[src/logic/wsd_pkg.sv]
// Shared constants and types of the wheel speed and direction core.
// Assumes a 25 MHz core clock; pulse lengths are given in microseconds.
package wsd_pkg;
    localparam int SAMPLE_W = 12;
    localparam int SIG_W    = 14;
    localparam int CLK_MHZ  = 25;

    // Output pulse timing, microseconds
    localparam int PRE_LOW_US     = 40;
    localparam int SPEED_PULSE_US = 40;
    localparam int DIR_A_PULSE_US = 80;
    localparam int DIR_B_PULSE_US = 160;

    localparam int PRE_LOW_CYC     = PRE_LOW_US * CLK_MHZ;
    localparam int SPEED_PULSE_CYC = SPEED_PULSE_US * CLK_MHZ;
    localparam int DIR_A_PULSE_CYC = DIR_A_PULSE_US * CLK_MHZ;
    localparam int DIR_B_PULSE_CYC = DIR_B_PULSE_US * CLK_MHZ;
    localparam int PULSE_CNT_W     = 13;

    // Start-up figures
    localparam logic [SIG_W-1:0] SPEED_LIMIT_DEF   = 14'h0010;
    localparam logic [SIG_W-1:0] OFFSET_RST        = 14'h0000;
    localparam logic [1:0]       UNCAL_KEEP_PULSES = 2'h2;
    localparam int               HYST_SHIFT        = 3;
    localparam int               NOISE_SHIFT       = 2;

    typedef enum logic [1:0] {
        WSD_KIND_SPEED = 2'h0,
        WSD_KIND_DIR_A = 2'h1,
        WSD_KIND_DIR_B = 2'h2
    } wsd_kind_t;
endpackage

[src/logic/wsd_pulse_if.sv]
// Request path from the decision logic to the output pulse shaper.
// Assumes one clock domain shared by both ends.
`timescale 1ns/1ps
`default_nettype none
interface wsd_pulse_if;
    import wsd_pkg::*;
    logic      req;
    wsd_kind_t kind;
    logic      busy;
    modport ctl (output req, output kind, input busy);
    modport gen (input req, input kind, output busy);
endinterface
`default_nettype wire

[src/logic/wsd_extrema.sv]
// Slope tracker: finds turning points of a signal with a noise threshold.
// Assumes thr is positive and samples arrive with a one-cycle valid.
`timescale 1ns/1ps
`default_nettype none
module wsd_extrema #(
    parameter int W = 14
) (
    // Clock and reset
    input  wire logic                clk,
    input  wire logic                rst_n,
    input  wire logic                clear,
    input  wire logic                restart,
    // Samples
    input  wire logic                valid,
    input  wire logic signed [W-1:0] x,
    input  wire logic        [W-1:0] thr,
    // Results
    output logic                     edge_rise,
    output logic                     edge_fall,
    output logic             [W-1:0] amp,
    output logic             [1:0]   ext_cnt,
    output logic signed      [W-1:0] mid
);
    logic                up, next_up;
    logic signed [W-1:0] run_pk, next_run_pk;
    logic signed [W-1:0] last_max, next_last_max;
    logic signed [W-1:0] last_min, next_last_min;
    logic        [1:0]   next_ext_cnt;
    logic                next_rise, next_fall;
    logic signed [W:0]   drop, rise;

    always_comb begin
        drop          = (W+1)'(run_pk) - (W+1)'(x);
        rise          = (W+1)'(x) - (W+1)'(run_pk);
        next_up       = up;
        next_run_pk   = run_pk;
        next_last_max = last_max;
        next_last_min = last_min;
        next_ext_cnt  = restart ? 2'h0 : ext_cnt;
        next_rise     = 1'b0;
        next_fall     = 1'b0;
        if (valid) begin
            if (up && x > run_pk) begin
                next_run_pk = x;
            end else if (up && drop > (W+1)'(thr)) begin
                next_last_max = run_pk;
                next_run_pk   = x;
                next_up       = 1'b0;
                next_fall     = 1'b1;
                if (next_ext_cnt != 2'h3) next_ext_cnt = next_ext_cnt + 2'h1;
            end else if (!up && x < run_pk) begin
                next_run_pk = x;
            end else if (!up && rise > (W+1)'(thr)) begin
                next_last_min = run_pk;
                next_run_pk   = x;
                next_up       = 1'b1;
                next_rise     = 1'b1;
                if (next_ext_cnt != 2'h3) next_ext_cnt = next_ext_cnt + 2'h1;
            end
        end
        if (clear) begin
            next_up       = 1'b0;
            next_run_pk   = '0;
            next_last_max = '0;
            next_last_min = '0;
            next_ext_cnt  = 2'h0;
            next_rise     = 1'b0;
            next_fall     = 1'b0;
        end
    end

    always_ff @(posedge clk or negedge rst_n) begin
        if (!rst_n) begin
            up        <= 1'b0;
            run_pk    <= '0;
            last_max  <= '0;
            last_min  <= '0;
            ext_cnt   <= 2'h0;
            edge_rise <= 1'b0;
            edge_fall <= 1'b0;
        end else begin
            up        <= next_up;
            run_pk    <= next_run_pk;
            last_max  <= next_last_max;
            last_min  <= next_last_min;
            ext_cnt   <= next_ext_cnt;
            edge_rise <= next_rise;
            edge_fall <= next_fall;
        end
    end

    // Amplitude and midpoint of the last max/min pair
    assign amp = W'(last_max - last_min);
    assign mid = W'(((W+1)'(last_max) + (W+1)'(last_min)) >>> 1);
endmodule
`default_nettype wire

[src/logic/wsd_pulse_gen.sv]
// Output pulse shaper: pre-low interval, then a high-current pulse.
// Assumes requests arrive only while busy is low; others are dropped.
`timescale 1ns/1ps
`default_nettype none
module wsd_pulse_gen
    import wsd_pkg::*;
(
    // Clock and reset
    input  wire logic  clk,
    input  wire logic  rst_n,
    input  wire logic  clear,
    // Request port
    wsd_pulse_if.gen   p,
    // Pulse level
    output logic       high
);
    typedef enum logic [1:0] {
        WSD_PG_IDLE = 2'b00,
        WSD_PG_PRE  = 2'b01,
        WSD_PG_HIGH = 2'b11
    } wsd_pg_state_t;

    wsd_pg_state_t          state, next_state;
    logic [PULSE_CNT_W-1:0] cnt, next_cnt;
    logic [PULSE_CNT_W-1:0] len, next_len;
    logic                   next_high;

    always_comb begin
        next_state = state;
        next_cnt   = cnt;
        next_len   = len;
        next_high  = 1'b0;
        case (state)
            WSD_PG_IDLE: begin
                if (p.req) begin
                    next_state = WSD_PG_PRE;
                    next_cnt   = PULSE_CNT_W'(PRE_LOW_CYC - 1);
                    case (p.kind)
                        WSD_KIND_DIR_A: next_len = PULSE_CNT_W'(DIR_A_PULSE_CYC - 1);
                        WSD_KIND_DIR_B: next_len = PULSE_CNT_W'(DIR_B_PULSE_CYC - 1);
                        default:        next_len = PULSE_CNT_W'(SPEED_PULSE_CYC - 1);
                    endcase
                end
            end
            WSD_PG_PRE: begin
                next_cnt = cnt - 1'b1;
                if (cnt == '0) begin
                    next_state = WSD_PG_HIGH;
                    next_cnt   = len;
                    next_high  = 1'b1;
                end
            end
            WSD_PG_HIGH: begin
                next_cnt  = cnt - 1'b1;
                next_high = 1'b1;
                if (cnt == '0) begin
                    next_state = WSD_PG_IDLE;
                    next_high  = 1'b0;
                end
            end
            default: next_state = WSD_PG_IDLE;
        endcase
        if (clear) begin
            next_state = WSD_PG_IDLE;
            next_high  = 1'b0;
        end
    end

    always_ff @(posedge clk or negedge rst_n) begin
        if (!rst_n) begin
            state <= WSD_PG_IDLE;
            cnt   <= '0;
            len   <= '0;
            high  <= 1'b0;
        end else begin
            state <= next_state;
            cnt   <= next_cnt;
            len   <= next_len;
            high  <= next_high;
        end
    end

    assign p.busy = (state != WSD_PG_IDLE);
endmodule
`default_nettype wire

[src/logic/wsd_core.sv]
// Digital core of a differential wheel speed and direction sensor.
// Assumes probe samples are synchronous to REF_CLK and strobed by SAMPLE_VALID.
// What this block does
// First rising edge after power-on triggers pulse
// Next rising edge triggers second pulse
// Uncalibrated threshold follows amplitude, floor twice limit
// Offset updates after two extrema, edge-matched
// Offset updates independent of pulse generation
// Successful correction enters calibrated hysteresis mode
// Calibrated mode keeps adapting, adaptive hysteresis
// Uncalibrated small signal: two pulses, third droppable
// Excursions below hysteresis never switch output
// Hysteresis is amplitude/8, floor at limit
// Direction signal is centre minus outer mean
// Direction sampled at speed zero crossing
// First pulse carries speed only
// Vibration identified and its pulse suppressed
// Direction vibration check only after calibration
// Pulse follows pre-low interval
// Offset fed back to speed path DAC
// Pulse protocol built from direction and vibration
// Undervoltage after first pulse request forces high current
// Deep undervoltage resets and restarts calibration
// Pulse length encodes speed or direction
`timescale 1ns/1ps
`default_nettype none
module wsd_core #(
    parameter logic [wsd_pkg::SIG_W-1:0] SPEED_LIMIT = wsd_pkg::SPEED_LIMIT_DEF
) (
    // Clock and reset
    input  wire logic                                  REF_CLK,
    input  wire logic                                  RST_B,
    // Digitised probe samples
    input  wire logic signed [wsd_pkg::SAMPLE_W-1:0]   OUTER_PROBE_A,
    input  wire logic signed [wsd_pkg::SAMPLE_W-1:0]   OUTER_PROBE_B,
    input  wire logic signed [wsd_pkg::SAMPLE_W-1:0]   CENTRE_PROBE,
    input  wire logic                                  SAMPLE_VALID,
    // Supply monitor
    input  wire logic                                  UNDERVOLT,
    input  wire logic                                  DEEP_UNDERVOLT,
    // Current interface and status
    output logic                                       HIGH_CURRENT,
    output logic signed      [wsd_pkg::SIG_W-1:0]      OFFSET_DAC,
    output logic                                       CALIBRATED,
    output logic                                       DIRECTION_VALID,
    output logic                                       DIRECTION,
    output logic                                       VIBRATION
);
    import wsd_pkg::*;

    typedef enum logic {
        WSD_UNCAL = 1'b0,
        WSD_CAL   = 1'b1
    } wsd_mode_t;

    wsd_pulse_if pif ();

    // Analog-domain arithmetic done on the digitised probes
    logic signed [SIG_W-1:0] a_x, b_x, c_x;
    logic signed [SIG_W-1:0] speed_raw;
    logic signed [SIG_W-1:0] speed_cor;
    logic signed [SIG_W-1:0] dir_sig;

    assign a_x       = SIG_W'(OUTER_PROBE_A);
    assign b_x       = SIG_W'(OUTER_PROBE_B);
    assign c_x       = SIG_W'(CENTRE_PROBE);
    assign speed_raw = b_x - a_x;
    assign speed_cor = speed_raw - OFFSET_DAC;
    assign dir_sig   = c_x - SIG_W'((b_x + a_x) >>> 1);

    // Thresholds
    logic [SIG_W-1:0] amp;
    logic [SIG_W-1:0] noise_thr;
    logic [SIG_W-1:0] hyst;
    logic [SIG_W-1:0] two_limit;
    logic [SIG_W-1:0] amp_q, amp_e;

    assign two_limit = SIG_W'({SPEED_LIMIT, 1'b0});
    assign amp_q     = amp >> NOISE_SHIFT;
    assign amp_e     = amp >> HYST_SHIFT;
    // Slope threshold, never below twice the limit
    assign noise_thr = (amp_q > two_limit) ? amp_q : two_limit;
    assign hyst      = (amp_e > SPEED_LIMIT) ? amp_e : SPEED_LIMIT;

    // Turning points of the corrected speed signal
    logic             trk_rise, trk_fall;
    logic [1:0]       ext_cnt;
    logic signed [SIG_W-1:0] mid;
    logic             upd;

    wsd_extrema #(
        .W (SIG_W)
    ) u_extrema (
        .clk       (REF_CLK),
        .rst_n     (RST_B),
        .clear     (DEEP_UNDERVOLT),
        .restart   (upd),
        .valid     (SAMPLE_VALID),
        .x         (speed_cor),
        .thr       (noise_thr),
        .edge_rise (trk_rise),
        .edge_fall (trk_fall),
        .amp       (amp),
        .ext_cnt   (ext_cnt),
        .mid       (mid)
    );

    logic pulse_high;

    wsd_pulse_gen u_pulse_gen (
        .clk   (REF_CLK),
        .rst_n (RST_B),
        .clear (DEEP_UNDERVOLT),
        .p     (pif.gen),
        .high  (pulse_high)
    );

    // Core state
    wsd_mode_t        mode, next_mode;
    logic signed [SIG_W-1:0] next_offset;
    logic             cmp_hi, next_cmp_hi;
    logic             prev_neg, next_prev_neg;
    logic             dir_lat, next_dir_lat;
    logic             next_dir_valid;
    logic             next_direction;
    logic             have_dir, next_have_dir;
    logic [1:0]       pulse_cnt, next_pulse_cnt;
    logic             uv_armed, next_uv_armed;
    logic             next_vib;
    logic             req, next_req;
    wsd_kind_t        req_kind, next_req_kind;
    logic             next_high_current;
    logic             rise_evt;
    logic             cmp_rise, cmp_fall;

    // Adaptive hysteresis comparator around zero once calibrated
    assign cmp_rise = SAMPLE_VALID && !cmp_hi && speed_cor > $signed(hyst);
    assign cmp_fall = SAMPLE_VALID && cmp_hi && speed_cor < -$signed(hyst);
    assign rise_evt = (mode == WSD_CAL) ? cmp_rise : trk_rise;
    // Offset correction needs a fresh pair of extrema and a matching edge
    assign upd = (ext_cnt >= 2'h2) &&
                 ((trk_rise && mid >= 0) || (trk_fall && mid <= 0));

    always_comb begin
        next_mode         = mode;
        next_offset       = OFFSET_DAC;
        next_cmp_hi       = cmp_hi;
        next_prev_neg     = prev_neg;
        next_dir_lat      = dir_lat;
        next_dir_valid    = DIRECTION_VALID;
        next_direction    = DIRECTION;
        next_have_dir     = have_dir;
        next_pulse_cnt    = pulse_cnt;
        next_uv_armed     = uv_armed;
        next_vib          = 1'b0;
        next_req          = 1'b0;
        next_req_kind     = req_kind;

        // Offset path runs on its own, untouched by pulse requests
        if (upd) begin
            next_offset = OFFSET_DAC + mid;
            next_mode   = WSD_CAL;
        end

        if (cmp_rise) next_cmp_hi = 1'b1;
        if (cmp_fall) next_cmp_hi = 1'b0;

        // Centre probe sign caught where the speed signal crosses zero
        if (SAMPLE_VALID) begin
            next_prev_neg = speed_cor[SIG_W-1];
            if (speed_cor[SIG_W-1] != prev_neg) begin
                next_dir_lat   = dir_sig[SIG_W-1] ^ prev_neg;
                next_dir_valid = 1'b1;
            end
        end

        if (rise_evt) begin
            next_req      = 1'b1;
            next_req_kind = WSD_KIND_SPEED;
            if (pulse_cnt != 2'h0 && mode == WSD_CAL && DIRECTION_VALID) begin
                next_req_kind  = dir_lat ? WSD_KIND_DIR_B : WSD_KIND_DIR_A;
                next_direction = dir_lat;
                next_have_dir  = 1'b1;
                // A lone direction flip is taken as vibration
                if (have_dir && dir_lat != DIRECTION) begin
                    next_req = 1'b0;
                    next_vib = 1'b1;
                end
            end
            if (mode == WSD_UNCAL && pulse_cnt >= UNCAL_KEEP_PULSES && amp < two_limit) begin
                next_req = 1'b0;
            end
            if (next_req && !pif.busy && pulse_cnt != 2'h3) next_pulse_cnt = pulse_cnt + 2'h1;
            if (next_req) next_uv_armed = 1'b1;
        end

        // Undervoltage holds the high current level after the first pulse request
        next_high_current = pulse_high || (UNDERVOLT && uv_armed);

        if (DEEP_UNDERVOLT) begin
            next_mode         = WSD_UNCAL;
            next_offset       = OFFSET_RST;
            next_cmp_hi       = 1'b0;
            next_prev_neg     = 1'b0;
            next_dir_lat      = 1'b0;
            next_dir_valid    = 1'b0;
            next_direction    = 1'b0;
            next_have_dir     = 1'b0;
            next_pulse_cnt    = 2'h0;
            next_uv_armed     = 1'b0;
            next_vib          = 1'b0;
            next_req          = 1'b0;
            next_high_current = 1'b0;
        end
    end

    always_ff @(posedge REF_CLK or negedge RST_B) begin
        if (!RST_B) begin
            mode            <= WSD_UNCAL;
            OFFSET_DAC      <= OFFSET_RST;
            cmp_hi          <= 1'b0;
            prev_neg        <= 1'b0;
            dir_lat         <= 1'b0;
            DIRECTION_VALID <= 1'b0;
            DIRECTION       <= 1'b0;
            have_dir        <= 1'b0;
            pulse_cnt       <= 2'h0;
            uv_armed        <= 1'b0;
            VIBRATION       <= 1'b0;
            req             <= 1'b0;
            req_kind        <= WSD_KIND_SPEED;
            HIGH_CURRENT    <= 1'b0;
            CALIBRATED      <= 1'b0;
        end else begin
            mode            <= next_mode;
            OFFSET_DAC      <= next_offset;
            cmp_hi          <= next_cmp_hi;
            prev_neg        <= next_prev_neg;
            dir_lat         <= next_dir_lat;
            DIRECTION_VALID <= next_dir_valid;
            DIRECTION       <= next_direction;
            have_dir        <= next_have_dir;
            pulse_cnt       <= next_pulse_cnt;
            uv_armed        <= next_uv_armed;
            VIBRATION       <= next_vib;
            req             <= next_req;
            req_kind        <= next_req_kind;
            HIGH_CURRENT    <= next_high_current;
            CALIBRATED      <= (next_mode == WSD_CAL);
        end
    end

    // Requests that land while a pulse is running are lost by design
    assign pif.req  = req;
    assign pif.kind = req_kind;
endmodule
`default_nettype wire

[config.mk]
export PLATFORM = sky130hd
export DESIGN_NAME = wsd_core
export DESIGN_NICKNAME = d
export VERILOG_FILES = /design/src/logic/wsd_pkg.sv /design/src/logic/wsd_pulse_if.sv /design/src/logic/wsd_extrema.sv /design/src/logic/wsd_pulse_gen.sv /design/src/logic/wsd_core.sv
export SDC_FILE = /design/constraint.sdc
export NUM_CORES = 1
export LEC_CHECK = 0
export BUFFER_PORTS_ARGS = -buffer_cell sky130_fd_sc_hd__clkbuf_2
export CAP_MARGIN = 20
export CORE_UTILIZATION = 32
export CTS_CLUSTER_SIZE = 24
export DETAILED_ROUTE_END_ITERATION = 12
export PLACE_DENSITY = 0.47
export SYNTH_ARGS = -nofsm -noshare
export SYNTH_HDL_FRONTEND = slang
export SYNTH_SLANG_ARGS = --single-unit
[constraint.sdc]
create_clock -name REF_CLK -period 9.4 [get_ports REF_CLK]
set_clock_uncertainty 0.1 [all_clocks]
set_input_delay 0.94 -clock REF_CLK [delete_from_list [all_inputs] [get_ports REF_CLK]]
set_output_delay 0.94 -clock REF_CLK [all_outputs]
set_load 0.01 [all_outputs]
* After elaboration in Yosys (flattened, before gate mapping)
Index checks and enable logic that the tools add are counted.
** Storage, ports and cells
- Output and inout bits :: 19
- Logic and storage cells :: 217
- Flip-flop bits (word level) :: 105
** Operators by class
- Multiplexer cells :: 96
- Bitwise operators :: 2
- $add $sub $neg :: 13
- Reductions and logical operators :: 52
- Order comparisons :: 13
- Equal/unequal tests :: 16
** Operators with widths (count)
- 2-to-1 mux 14 bit :: 18
- 2-to-1 mux 1 bit :: 53
- one-hot mux 13 bit (3 select lines) :: 1
- 2-to-1 mux 2 bit :: 17
- > comparator 15 x 12 -> 1 bit :: 2
- subtractor 14 x 14 -> 15 bit :: 2
- less-than comparator 14 bit :: 2
- 2-to-1 mux 13 bit :: 2
- subtractor 12 x 12 -> 13 bit :: 2
- one-hot mux 12 bit (2 select lines) :: 1
- nonzero test 2 bit :: 11
- logical AND 1 bit :: 19
- adder 14 x 14 -> 15 bit :: 1
- adder 14 bit :: 1
- >= comparator 14 x 1 -> 1 bit, second input constant :: 1
- > comparator 14 x 12 -> 1 bit :: 1
- > comparator 14 bit :: 1
- <= comparator 14 x 1 -> 1 bit, second input constant :: 1
- less-than comparator 14 x 6 -> 1 bit, second input constant :: 1
- negation 11 -> 14 bit :: 1
- AND reduction 2 bit :: 7
- subtractor 13 x 14 -> 14 bit :: 1
- subtractor 14 bit :: 1
- adder 12 x 12 -> 13 bit :: 1
- other kinds (26) :: 44

* Depth between registers and ports, before layout
Gate-level depths: netlist of the first run.
- Depth in word-level cells :: 14
- Mapped depth :: 28
- Gate-level depth less buffers :: 26

* Modules after synthesis
From an unflattened synthesis of the first run, not the netlist that was laid out.
** Second synthesis, totals
- Cells, all modules :: 1287
- Area total of the unflattened synthesis :: 11013.1 µm²
** Modules (own cells, without submodules)
- wsd_extrema :: area each 5168.7 µm², cells each 606, instances 1, sequential area each 1176.1 µm²
- wsd_core :: area each 4494.3 µm², cells each 547, instances 1, sequential area each 725.7 µm²
- wsd_pulse_gen :: area each 1350.0 µm², cells each 134, instances 1, sequential area each 525.5 µm²

* Worst setup path before layout of the first run
OpenSTA, ideal clock, no wires.
- Path type :: input -> register
- From :: input OUTER_PROBE_A[0] (netlist bit)
- To :: register u_extrema.run_pk[10]
- Cell stages on the path :: 27
- Slack :: 3.403 ns
- Setup time :: 0.132 ns
- Arrival time :: 5.765 ns
- Buffers on the path :: 3
- Path through :: inv_1 > fa_1 > ha_1 > a211oi_1 > o21bai_1 > a21oi_1 > o21bai_1 > a21oi_1 > xnor2_1 > ha_1 > buf_2 > a21o_1 > a21oi_1 > nand2_1 > o21ai_0 > xnor2_1 > ha_1 > and4_1 > nand2_1 > mux2_2 > o41ai_1 > o2111ai_1 > o311ai_1 > buf_4 > buf_6 > mux2i_1 > nor2_1
** Between the ends
- Cells in the longest elaborated chain, start to end :: 9
** Ends and longest elaborated chain
- start, declared :: line wsd_core.sv:34 : input wire logic signed [wsd_pkg::SAMPLE_W-1:0] OUTER_PROBE_A,
- subtractor 12 x 12 -> 13 bit * :: line wsd_core.sv:67 : assign speed_raw = b_x - a_x;
- subtractor 13 x 14 -> 14 bit * :: line wsd_core.sv:68 : assign speed_cor = speed_raw - OFFSET_DAC;
- subtractor 14 x 14 -> 15 bit or less-than comparator 14 bit (tied branches) :: line wsd_extrema.sv:33, wsd_extrema.sv:51
- > comparator 15 x 12 -> 1 bit or logical AND 1 bit (tied branches) :: line wsd_extrema.sv:45, wsd_extrema.sv:51
- logical AND 1 bit or 2-to-1 mux 14 bit (tied branches) :: line wsd_extrema.sv:45, wsd_extrema.sv:51
- 2-to-1 mux 14 bit :: line wsd_extrema.sv:45 : end else if (up && drop > (W+1)'(thr)) begin
- 2-to-1 mux 14 bit :: line wsd_extrema.sv:43 : if (up && x > run_pk) begin
- 2-to-1 mux 14 bit :: line wsd_extrema.sv:42 : if (valid) begin
- 2-to-1 mux 14 bit :: line wsd_extrema.sv:61 : if (clear) begin
- end signal, assigned :: line wsd_extrema.sv:83 : run_pk <= next_run_pk;
- end, declared :: line wsd_extrema.sv:25 : logic signed [W-1:0] run_pk, next_run_pk;
Mark *: on every way between the ends. The rest lies on a longest branch, timed or not. The select of a mux whose other input is x is not followed.
A chain may end at the register's enable or synchronous reset.

* Worst setup path after layout of the first run
- From :: input OUTER_PROBE_A[2] (netlist bit)
- To :: register u_extrema.ext_cnt[1]
** Between the ends
- Cells in the longest elaborated chain, start to end :: 11
** Ends and longest elaborated chain
- subtractor 12 x 12 -> 13 bit * :: line wsd_core.sv:67
- subtractor 13 x 14 -> 14 bit * :: line wsd_core.sv:68
- subtractor 14 x 14 -> 15 bit :: line wsd_extrema.sv:34 : rise = (W+1)'(x) - (W+1)'(run_pk);
- > comparator 15 x 12 -> 1 bit :: line wsd_extrema.sv:53 : end else if (!up && rise > (W+1)'(thr)) begin
- logical AND 1 bit :: line wsd_extrema.sv:53
- 2-to-1 mux 2 bit :: line wsd_extrema.sv:53
- 2-to-1 mux 2 bit :: line wsd_extrema.sv:51 : end else if (!up && x < run_pk) begin
- 2-to-1 mux 2 bit :: line wsd_extrema.sv:45
- 2-to-1 mux 2 bit * :: line wsd_extrema.sv:43
- 2-to-1 mux 2 bit * :: line wsd_extrema.sv:42
- 2-to-1 mux 2 bit * :: line wsd_extrema.sv:61
- net u_extrema.next_ext_cnt[1] :: line wsd_extrema.sv:28 : logic [1:0] next_ext_cnt;
- end signal, assigned :: line wsd_extrema.sv:86 : ext_cnt <= next_ext_cnt;
- end, declared :: line wsd_extrema.sv:21 : output logic [1:0] ext_cnt,
Mark *: on every way through the listed nets, which the timed path passes. The rest lies on a longest branch.

==> impl_metrics.env, run 1 <==
export IMPL_run_status="finished, final reports clean"
export IMPL_syn_area_sq_mm=0.01095
export IMPL_rsz0062_at_grt="no"
export IMPL_hold_viol_final=0
export IMPL_coreArea_sq_mm=0.03362
export IMPL_critPathKind="primary input to register"
export IMPL_arrival_ns=7.22
export IMPL_seqCellArea_sq_mm=0.002427
export IMPL_place_gp_congestion=0.8235
export IMPL_grt_usage=0.1777
export IMPL_cts_root_buffer="clkbuf_16"
export IMPL_synth_top_family_by_area="adder cells"
export IMPL_yosys_top_cells_count="ha_1, inv_1, a21oi_1"
export IMPL_layout_drive_gt1_share=0.08449
export IMPL_reg2reg_depth=23
export IMPL_worst_slew_pin_transition_ns=1.082
export IMPL_vias=9451
export IMPL_fin_crit_sh=0.7499
export IMPL_avgViaCountPerCell=5.190
export IMPL_cp_max_fo=19
export IMPL_drcViolationCount=0
export IMPL_clk_latency_ns=0.36
export IMPL_routedWlPerCell_um=16.37
export IMPL_multiInputGateArea_sq_mm=0.007839
export IMPL_cts_sinks=97
export IMPL_synth_cell_types=87
export IMPL_die_h_um=187.0
export IMPL_n_antenna_cell=0
export IMPL_grt_pass1_wl_um=49870
export IMPL_rr_endpoint="u_extrema.ext_cnt[1]$_DFF_PN0_"
export IMPL_cp_endpoint="u_extrema.ext_cnt[1]$_DFF_PN0_"
export IMPL_ys_seq_area_frac=0.2217
export IMPL_die_x_um=187.0
export IMPL_dr_pass1_iters=5
export IMPL_hold_buffers=0
export IMPL_max_slew_margin=0.2581
export IMPL_fmaxAchievable_mhz=141.9
export IMPL_async_flop_share=1.000
export IMPL_final_nets=1584
export IMPL_cts_buffers=9
export IMPL_synth_area_mux_share=0.03177
export IMPL_ff2ff_setup_slack_ns=2.60
export IMPL_synth_compound_area_frac=0.2062
export IMPL_cts_tree="built"
export IMPL_path_clk_slew_ns=0.08
export IMPL_post_place_ws_ns=1.911
export IMPL_syn_inst=1337
export IMPL_grt_overflow_total=0
export IMPL_synth_top_area_cell="dfrtp_1"
export IMPL_post_cts_buffers=0
export IMPL_cts_htree_levels=3
export IMPL_synth_simple_area_share=0.1952
export IMPL_finalWorstSetupSlack_ns=2.351
export IMPL_rows=67
export IMPL_start_util=0.3257
export IMPL_grt_pass1_vias=9362
export IMPL_yosysMostFrequentCell="ha_1"
export IMPL_synthTopCellsByArea="dfrtp_1, ha_1, a21oi_1"
export IMPL_drt_iter0_drc=535
export IMPL_antenna_found_initial=0
export IMPL_hold_class="primary input to asynchronous set/reset pin"
export IMPL_end_kind="register"
export IMPL_fin_hold_ws_ns=0.3792
export IMPL_synth_seq_cells=97
export IMPL_dieArea_sq_mm=0.03496
export IMPL_setup_violations=0
export IMPL_top_level_ports=60
export IMPL_synth_flop_cell="dfrtp_1"
export IMPL_tns_ns=0
export IMPL_drt_total_wl_um=29810
export IMPL_maxCapViolCount=0
export IMPL_crit_required_ns=9.57
export IMPL_cts_buffer_depth=2
export IMPL_synth_adder_area_share=0.2123
export IMPL_hpwlAfterDp_um=23870
export IMPL_cts_resized=0
export IMPL_reg2reg_from="OFFSET_DAC[2]$_DFFE_PN0P_"
export IMPL_avgSynthCellArea_sq_um=8.188
export IMPL_fill_cells=3558
export IMPL_synthXorXnorAreaFrac=0.06789
export IMPL_postRouteAntennaNets=0
export IMPL_slew_violations=0
export IMPL_yosys_warnings=0
export IMPL_start_kind="primary input"
export IMPL_grt_max_degree=77
export IMPL_period_minus_slack_ns=7.049
export IMPL_yosysTopAreaCellShare=0.2217
export IMPL_crit_start="OUTER_PROBE_A[2]"
export IMPL_numPortBuffers=59
export IMPL_synth_edff_count=0
export IMPL_area_delta_synth_final_pct=8.914
sequential cells by signal, summed over array words and instances, names as in the netlist, 2 cells and up:
register            cells
OFFSET_DAC             14
u_extrema.last_max     14
u_extrema.last_min     14
u_extrema.run_pk       14
u_pulse_gen.cnt        13
u_pulse_gen.len         5
pif.kind                2
pulse_cnt               2
u_extrema.ext_cnt       2
u_pulse_gen.state       2
per-layer routing:
metal  track usage  up-vias  share of wire
met4       0.04319        0          0.010
met2        0.2981      113           0.47
met5             0        -              0
met3       0.01951       20          0.022
li1              -     4774              -
met1        0.2432     4544           0.50
worst min path at each step:
stage                                          start                              to  depth (start not counted)
after global routing         pif.kind[0]$_DFFE_PN0P_         pif.kind[0]$_DFFE_PN0P_                          2
after floorplan           u_pulse_gen.high$_DFF_PN0_          HIGH_CURRENT$_DFF_PN0_                          2
final                                          RST_B  u_pulse_gen.cnt[3]$_DFFE_PN0P_                          1
after detailed placement  u_pulse_gen.high$_DFF_PN0_          HIGH_CURRENT$_DFF_PN0_                          2
after global placement       pif.kind[0]$_DFFE_PN0P_         pif.kind[0]$_DFFE_PN0P_                          2
after CTS                                      RST_B  u_pulse_gen.cnt[3]$_DFFE_PN0P_                          1
worst max-delay path, cell delays in order:
cell	delay, ns
clkbuf_2	0.10
inv_1	0.05
fa_1	0.48
ha_1	0.37
nor2b_1	0.16
o31a_1	0.26
nor2_1	0.14
o21ai_0	0.13
xnor2_1	0.58
ha_1	0.48
a21oi_1	0.26
o21ai_0	0.15
or3_1	0.35
o21ai_1	0.20
xnor2_1	0.10
ha_1	0.31
nand4_1	0.09
nor2_1	0.21
nand4_1	0.17
nand3_1	0.14
a32o_1	0.21
o211a_1	0.87
o21ai_0	0.18
a211oi_1	0.26
cells in the final DEF, fill, tap and decap left out, types with 4 or more instances in the layout:
cell       count
a21oi_1      112
or3_1         10
and4_1         4
a31oi_1       14
buf_4          6
nand2_1      109
nand3_1       37
xnor2_1       51
nor2b_1       27
inv_1        126
o21a_1        26
a22o_1         7
a211oi_1      14
fa_1          18
dfrtp_1       97
mux2_2         6
nand3b_1       7
o31ai_1       10
and3_1         6
o21ai_0       75
nor3_1        36
a21o_1        19
clkbuf_16      9
nor3b_1        6
a311oi_1       4
nand4_1       13
nor2_1       105
clkbuf_2      58
o2111ai_1      5
mux2i_1       28
o211ai_1      13
and2_1        10
a2111oi_0      4
xor2_1        32
ha_1         157
nand2b_1      19
or2_2          8
o21bai_1       7
final cells by class:
cell class,count,area share
Sequential cell,97,0.2036
Tap cell,448,0.04701
Multi-Input combinational cell,1069,0.6574
Timing Repair Buffer,64,0.02812
Clock buffer,10,0.01920
Inverter,127,0.03998
Clock inverter,6,0.004722
stage by stage:
| stage | util | cells | area (sq um) |
|---|---|---|---|
| CTS | 0.3547 | 1821 | 11920 |
| global route | 0.3547 | 1821 | 11920 |
| global placement | 0.3462 | 1805 | 11640 |
| detailed placement | 0.3462 | 1805 | 11640 |
| floorplan | - | 1339 | 10960 |
| finish | 0.3547 | 1821 | 11920 |
kinds of logic (layout without fill, tap and decap cells):
group           Yosys count  after routing
mux                      34             34
xor+xnor                 84             84
buf+inv                 173            207
simple gates            421            421
flops                    97             97
fa+ha+maj               175            175
compound gates          352            352
other cells               1              3
Power of run 1 is not shown: default switching activity piles up to over one toggle a cycle in this logic, so the estimate is an artifact.
==> inputs of run 2 (changes only) <==
Settings changed: ABC_AREA set to 1, PLACE_DENSITY 0.47 to 0.49.
Clock period 9.4 ns to 6.44 ns, I/O delays scaled along.
==> impl_metrics.env, run 2 <==
export IMPL_routedWlPerCell_um=16.27
export IMPL_synthTopCellsByArea="dfrtp_1, ha_1, nand2_1"
export IMPL_slew_violations=0
export IMPL_synth_flop_cell="dfrtp_1"
export IMPL_cpPeakStageDelay_ns=0.45
export IMPL_n_antenna_cell=0
export IMPL_yosys_warnings=0
export IMPL_max_slew_margin=0.5196
export IMPL_wl_met3_um=1337
export IMPL_setup_violations=0
export IMPL_ys_seq_area_frac=0.2120
export IMPL_yosysMostFrequentCell="nand2_1"
export IMPL_layout_cells_most_common="nand2_1"
export IMPL_finalWorstSetupSlack_ns=0.7700
export IMPL_yosys_top_cells_count="nand2_1, inv_1, ha_1"
export IMPL_start_util=0.3282
export IMPL_crit_family="simple AND/OR/NAND/NOR gates"
export IMPL_coreArea_sq_mm=0.03488
export IMPL_cts_buffers=9
export IMPL_die_h_um=191.1
export IMPL_place_area_sq_mm=0.01222
export IMPL_drcViolationCount=0
export IMPL_critPathKind="register to register"
export IMPL_path_clk_slew_ns=0.08
export IMPL_dieArea_sq_mm=0.03653
export IMPL_post_place_ws_ns=0.5564
export IMPL_final_nets=1927
export IMPL_end_kind="register"
export IMPL_rsz0062_at_grt="no"
export IMPL_synth_cell_types=58
export IMPL_yosysTopAreaCellShare=0.2120
export IMPL_cts_buffer_depth=2
export IMPL_hold_class="primary input to asynchronous set/reset pin"
export IMPL_tns_ns=0
export IMPL_cts_resized=0
export IMPL_routed_top_layer="met4"
export IMPL_place_gp_congestion=0.9276
export IMPL_async_flop_share=1.000
export IMPL_crit_required_ns=6.63
export IMPL_rows=68
export IMPL_worst_slew_pin_transition_ns=0.7198
export IMPL_hold_viol_final=0
export IMPL_fmaxAchievable_mhz=176.4
export IMPL_area_delta_synth_final_pct=9.488
export IMPL_crit_buf_inv=2
export IMPL_cts_htree_levels=3
export IMPL_die_x_um=191.1
export IMPL_grt_pass1_wl_um=56250
export IMPL_dr_pass1_iters=5
export IMPL_postRouteAntennaNets=0
export IMPL_synth_edff_count=0
export IMPL_finalInstanceArea_sq_mm=0.01253
export IMPL_final_cell_mix="nand2_1, inv_1, ha_1, nor2_1, a21oi_1"
export IMPL_cts_root_buffer="clkbuf_16"
export IMPL_drt_iter0_drc=608
export IMPL_start_kind="register"
export IMPL_maxCapViolCount=0
export IMPL_antenna_found_initial=0
export IMPL_synth_seq_cells=97
export IMPL_drt_total_wl_um=35330
export IMPL_grt_usage=0.1986
export IMPL_cts_sinks=97
export IMPL_clk_latency_ns=0.36
export IMPL_fill_cells=3843
export IMPL_layout_drive_gt1_share=0.09324
export IMPL_slowest_stage="fa_1"
export IMPL_fin_crit_sh=0.8804
export IMPL_period_minus_slack_ns=5.670
export IMPL_top_level_ports=60
export IMPL_grt_max_degree=54
export IMPL_run_status="finished, final reports clean"
export IMPL_grt_overflow_total=0
export IMPL_post_cts_buffers=0
export IMPL_ff2ff_setup_slack_ns=0.77
export IMPL_avgSynthCellArea_sq_um=6.900
export IMPL_cts_tree="built"
export IMPL_syn_area_sq_mm=0.01145
export IMPL_synth_top_area_cell="dfrtp_1"
export IMPL_syn_inst=1659
export IMPL_arrival_ns=5.86
export IMPL_numPortBuffers=59
export IMPL_hold_buffers=0
export IMPL_wl_met2_um=15470
export IMPL_avgViaCountPerCell=4.902
export IMPL_hpwlAfterDp_um=29470
export IMPL_met1_length_um=17810
export IMPL_grt_pass1_vias=10329
export IMPL_cp_common_cell="nand2_1"
export IMPL_vias=10643
export IMPL_cp_max_fo=14
## run 2: changes by cell type after synthesis, moves of 18 or more
cell,previous run,this run
nand2_2,0,19
nor2b_1,27,0
inv_1,126,251
clkbuf_1,26,5
o22ai_1,1,19
nand2b_1,19,0
xnor2_1,51,19
o21a_1,26,5
xor2_1,32,53
mux2i_1,28,0
nor2_1,105,126
nand2_1,109,430
nand3_1,37,102
## run 2: logic make-up (layout without fill, tap and decap cells)
kind of cell,Yosys count,count (layout),synth area share
DFF,97,97,0.2120
xor gates and xnor gates,75,75,0.06034
buffers and inverters,296,351,0.1050
adders and majority gates,175,175,0.2031
and+or+nand+nor,755,755,0.2847
AOI/OAI and AO/OA,260,260,0.1344
other,1,3,0.0003276
## run 2: final cells by class
type,instances,area [sq um],share of cell area
clock buffer,9,225.2,0.01797
sequential,97,2427,0.1937
tap,455,569.3,0.04542
inverter,260,975.9,0.07787
clock inverter,7,92.59,0.007387
timing repair buffer,75,417.9,0.03334
multi-input combinational,1268,7825,0.6243
## run 2: worst paths after layout
kind | end | cells after the start | from
max in group asynchronous | u_extrema.last_max[12]$_DFFE_PN0P_ | 2 | RST_B
setup reg to reg | u_extrema.run_pk[6]$_DFFE_PN0P_ | 30 | OFFSET_DAC[2]$_DFFE_PN0P_
hold / removal | OFFSET_DAC[7]$_DFFE_PN0P_ | 1 | RST_B
min in group REF_CLK | u_pulse_gen.len[9]$_DFFE_PN0P_ | 1 | u_pulse_gen.len[9]$_DFFE_PN0P_
hold reg to reg | u_pulse_gen.len[9]$_DFFE_PN0P_ | 1 | u_pulse_gen.len[9]$_DFFE_PN0P_
setup / recovery | u_extrema.run_pk[6]$_DFFE_PN0P_ | 30 | OFFSET_DAC[2]$_DFFE_PN0P_
## run 2: routing by layer
metal,global-route usage,vias to the layer above
li1,-,5473
met1,0.2837,4963
met2,0.3135,168
met3,0.02387,39
met4,0.05098,0
met5,0,-
## run 2: stage by stage
step,instances,utilization,hold WS (ns)
after floorplan,1661,-,0.2484
after global placement,2154,0.3500,0.3555
after detailed placement,2155,0.3502,0.3554
after CTS,2171,0.3593,0.1993
after global routing,2171,0.3593,0.2181
final,2171,0.3593,0.1744
Power of run 2 is left out for the same reason.
==> inputs of run 3 (changes only) <==
Settings changed: ABC_AREA 1 to unset, GPL_TIMING_DRIVEN set to 0.
==> impl_metrics.env, run 3 (synthesis results as in run 1) <==
export IMPL_dr_pass1_iters=5
export IMPL_layout_drive_gt1_share=0.1094
export IMPL_cts_root_buffer="clkbuf_16"
export IMPL_place_gp_congestion=0.8596
export IMPL_final_cells=1874
export IMPL_crit_required_ns=6.55
export IMPL_arrival_ns=6.18
export IMPL_cts_tree="built"
export IMPL_slew_violations=0
export IMPL_postRouteAntennaNets=0
export IMPL_cts_buffers=9
export IMPL_hold_class="primary input to asynchronous set/reset pin"
export IMPL_start_kind="register"
export IMPL_final_nets=1637
export IMPL_finalInstanceArea_sq_mm=0.01230
export IMPL_period_minus_slack_ns=6.071
export IMPL_drt_total_wl_um=31010
export IMPL_worst_slew_pin_transition_ns=0.8443
export IMPL_rows=67
export IMPL_fmaxAchievable_mhz=164.7
export IMPL_reg2reg_from="OFFSET_DAC[3]$_DFFE_PN0P_"
export IMPL_clk_latency_ns=0.36
export IMPL_cts_buffer_depth=2
export IMPL_maxCapViolCount=0
export IMPL_hpwlAfterDp_um=24970
export IMPL_dp_cells=1846
export IMPL_dieArea_sq_mm=0.03496
export IMPL_n_antenna_cell=0
export IMPL_ff2ff_setup_slack_ns=0.37
export IMPL_rr_endpoint="u_extrema.last_min[5]$_DFFE_PN0P_"
export IMPL_numPortBuffers=59
export IMPL_layout_cells_most_common="ha_1"
export IMPL_die_x_um=187.0
export IMPL_max_slew_margin=0.4331
export IMPL_end_kind="register"
export IMPL_coreArea_sq_mm=0.03362
export IMPL_fin_crit_sh=0.9427
export IMPL_routedWlPerCell_um=16.55
export IMPL_vias=9717
export IMPL_top_level_ports=60
export IMPL_drt_iter0_drc=425
export IMPL_antenna_found_initial=0
export IMPL_grt_usage=0.1780
export IMPL_hold_viol_final=0
export IMPL_grt_overflow_total=0
export IMPL_place_area_sq_mm=0.01182
export IMPL_grt_max_degree=98
export IMPL_grt_pass1_wl_um=49600
export IMPL_cts_htree_levels=3
export IMPL_grt_pass1_vias=9499
export IMPL_run_status="finished, final reports clean"
export IMPL_setup_violations=0
export IMPL_avgViaCountPerCell=5.185
export IMPL_area_delta_synth_final_pct=12.33
export IMPL_cp_max_fo=10
export IMPL_path_clk_slew_ns=0.07
export IMPL_reg2reg_depth=27
export IMPL_final_cell_mix="ha_1, inv_1, a21oi_1, nand2_1, nor2_1"
export IMPL_fill_cells=3492
export IMPL_critPathKind="register to register"
export IMPL_start_util=0.3257
export IMPL_drcViolationCount=0
export IMPL_die_h_um=187.0
export IMPL_cts_sinks=97
export IMPL_hold_buffers=0
[run 3: cell types whose count changed in the layout (fill, tap and decap cells not counted), sizes merged, moves of 22 or more]
cell / previous run / this run
mux2i: 0 / 28
nor2b: 0 / 27
nand3: 107 / 37
xor2: 56 / 32
clkbuf: 67 / 94
xnor2: 19 / 52
nand2: 453 / 110
o21a: 5 / 27
nor2: 136 / 106
inv: 264 / 130
[run 3: per-stage QoR]
stage               hold WS [ns]  worst slack (ns)    util  setup TNS (ns)
floorplan                 0.2484            0.7390       -               0
global placement          0.3692            -1.002  0.3514          -26.71
detailed placement        0.3809            -1.004  0.3516          -26.39
CTS                       0.3117           0.03995  0.3615               0
global route              0.3269        -0.0005063  0.3658      -0.0005063
finish                    0.2474            0.3689  0.3658               0
[run 3: worst max path at each step]
| stage | start | end | cells after the start | slack, ns |
|---|---|---|---|---|
| floorplan | OUTER_PROBE_A[0] | u_extrema.run_pk[10]$_DFFE_PN0P_ | 27 | 0.74 |
| global placement | OUTER_PROBE_A[0] | u_extrema.up$_DFFE_PN0P_ | 25 | -1.00 |
| detailed placement | OUTER_PROBE_A[0] | u_extrema.last_min[10]$_DFFE_PN0P_ | 26 | -1.00 |
| CTS | OFFSET_DAC[2]$_DFFE_PN0P_ | u_extrema.last_min[5]$_DFFE_PN0P_ | 26 | 0.04 |
| global route | OUTER_PROBE_A[2] | u_extrema.run_pk[0]$_DFFE_PN0P_ | 28 | -0.0005 |
| finish | OFFSET_DAC[3]$_DFFE_PN0P_ | u_extrema.last_min[5]$_DFFE_PN0P_ | 27 | 0.37 |
[run 3: routing by layer]
layer	track usage	routed length (um)
met1	0.2397	15060
met2	0.2968	14240
met3	0.02008	1056
met4	0.05643	648
met5	0	0
[run 3: area by class of cell]
class	count	area, sq um	area share
multi-input combinational	1069	7893	0.6418
sequential	97	2427	0.1974
tap	448	560.5	0.04558
inverter	127	476.7	0.03876
timing repair buffer	71	394.1	0.03205
buffer	46	245.2	0.01994
clock buffer	10	229.0	0.01862
clock inverter	6	72.57	0.005901
[run 3: worst max-delay path, stage by stage, from the launching register on]
cell and delay (ns):
dfrtp_1 0.41, inv_1 0.07, fa_1 0.44, ha_1 0.37, o21ai_1 0.12, o21bai_1 0.14
a21oi_1 0.11, xnor2_1 0.68, ha_1 0.36, buf_2 0.17, o21a_1 0.18, nor2_1 0.20
o21bai_1 0.09, a21oi_1 0.18, xnor2_1 0.16, ha_1 0.27, a21o_1 0.17, a21oi_1 0.13
o21ai_1 0.10, mux2_2 0.29, o41ai_2 0.05, buf_4 0.18, o211ai_1 0.14, and2_1 0.19
buf_2 0.20, clkbuf_4 0.24, nand2_1 0.10, a21oi_1 0.06
[run 3: timing repair]
| item | 4_1_cts | 5_1_grt |
|---|---|---|
| resized for setup | 8 | 17 |
| endpoints found under the setup margin | 40 | 47 |
| pin swaps | 0 | 2 |
| setup buffers | 0 | 12 |
| endpoints found under the hold margin | 0 | 0 |
Power of run 3 is left out for the same reason.
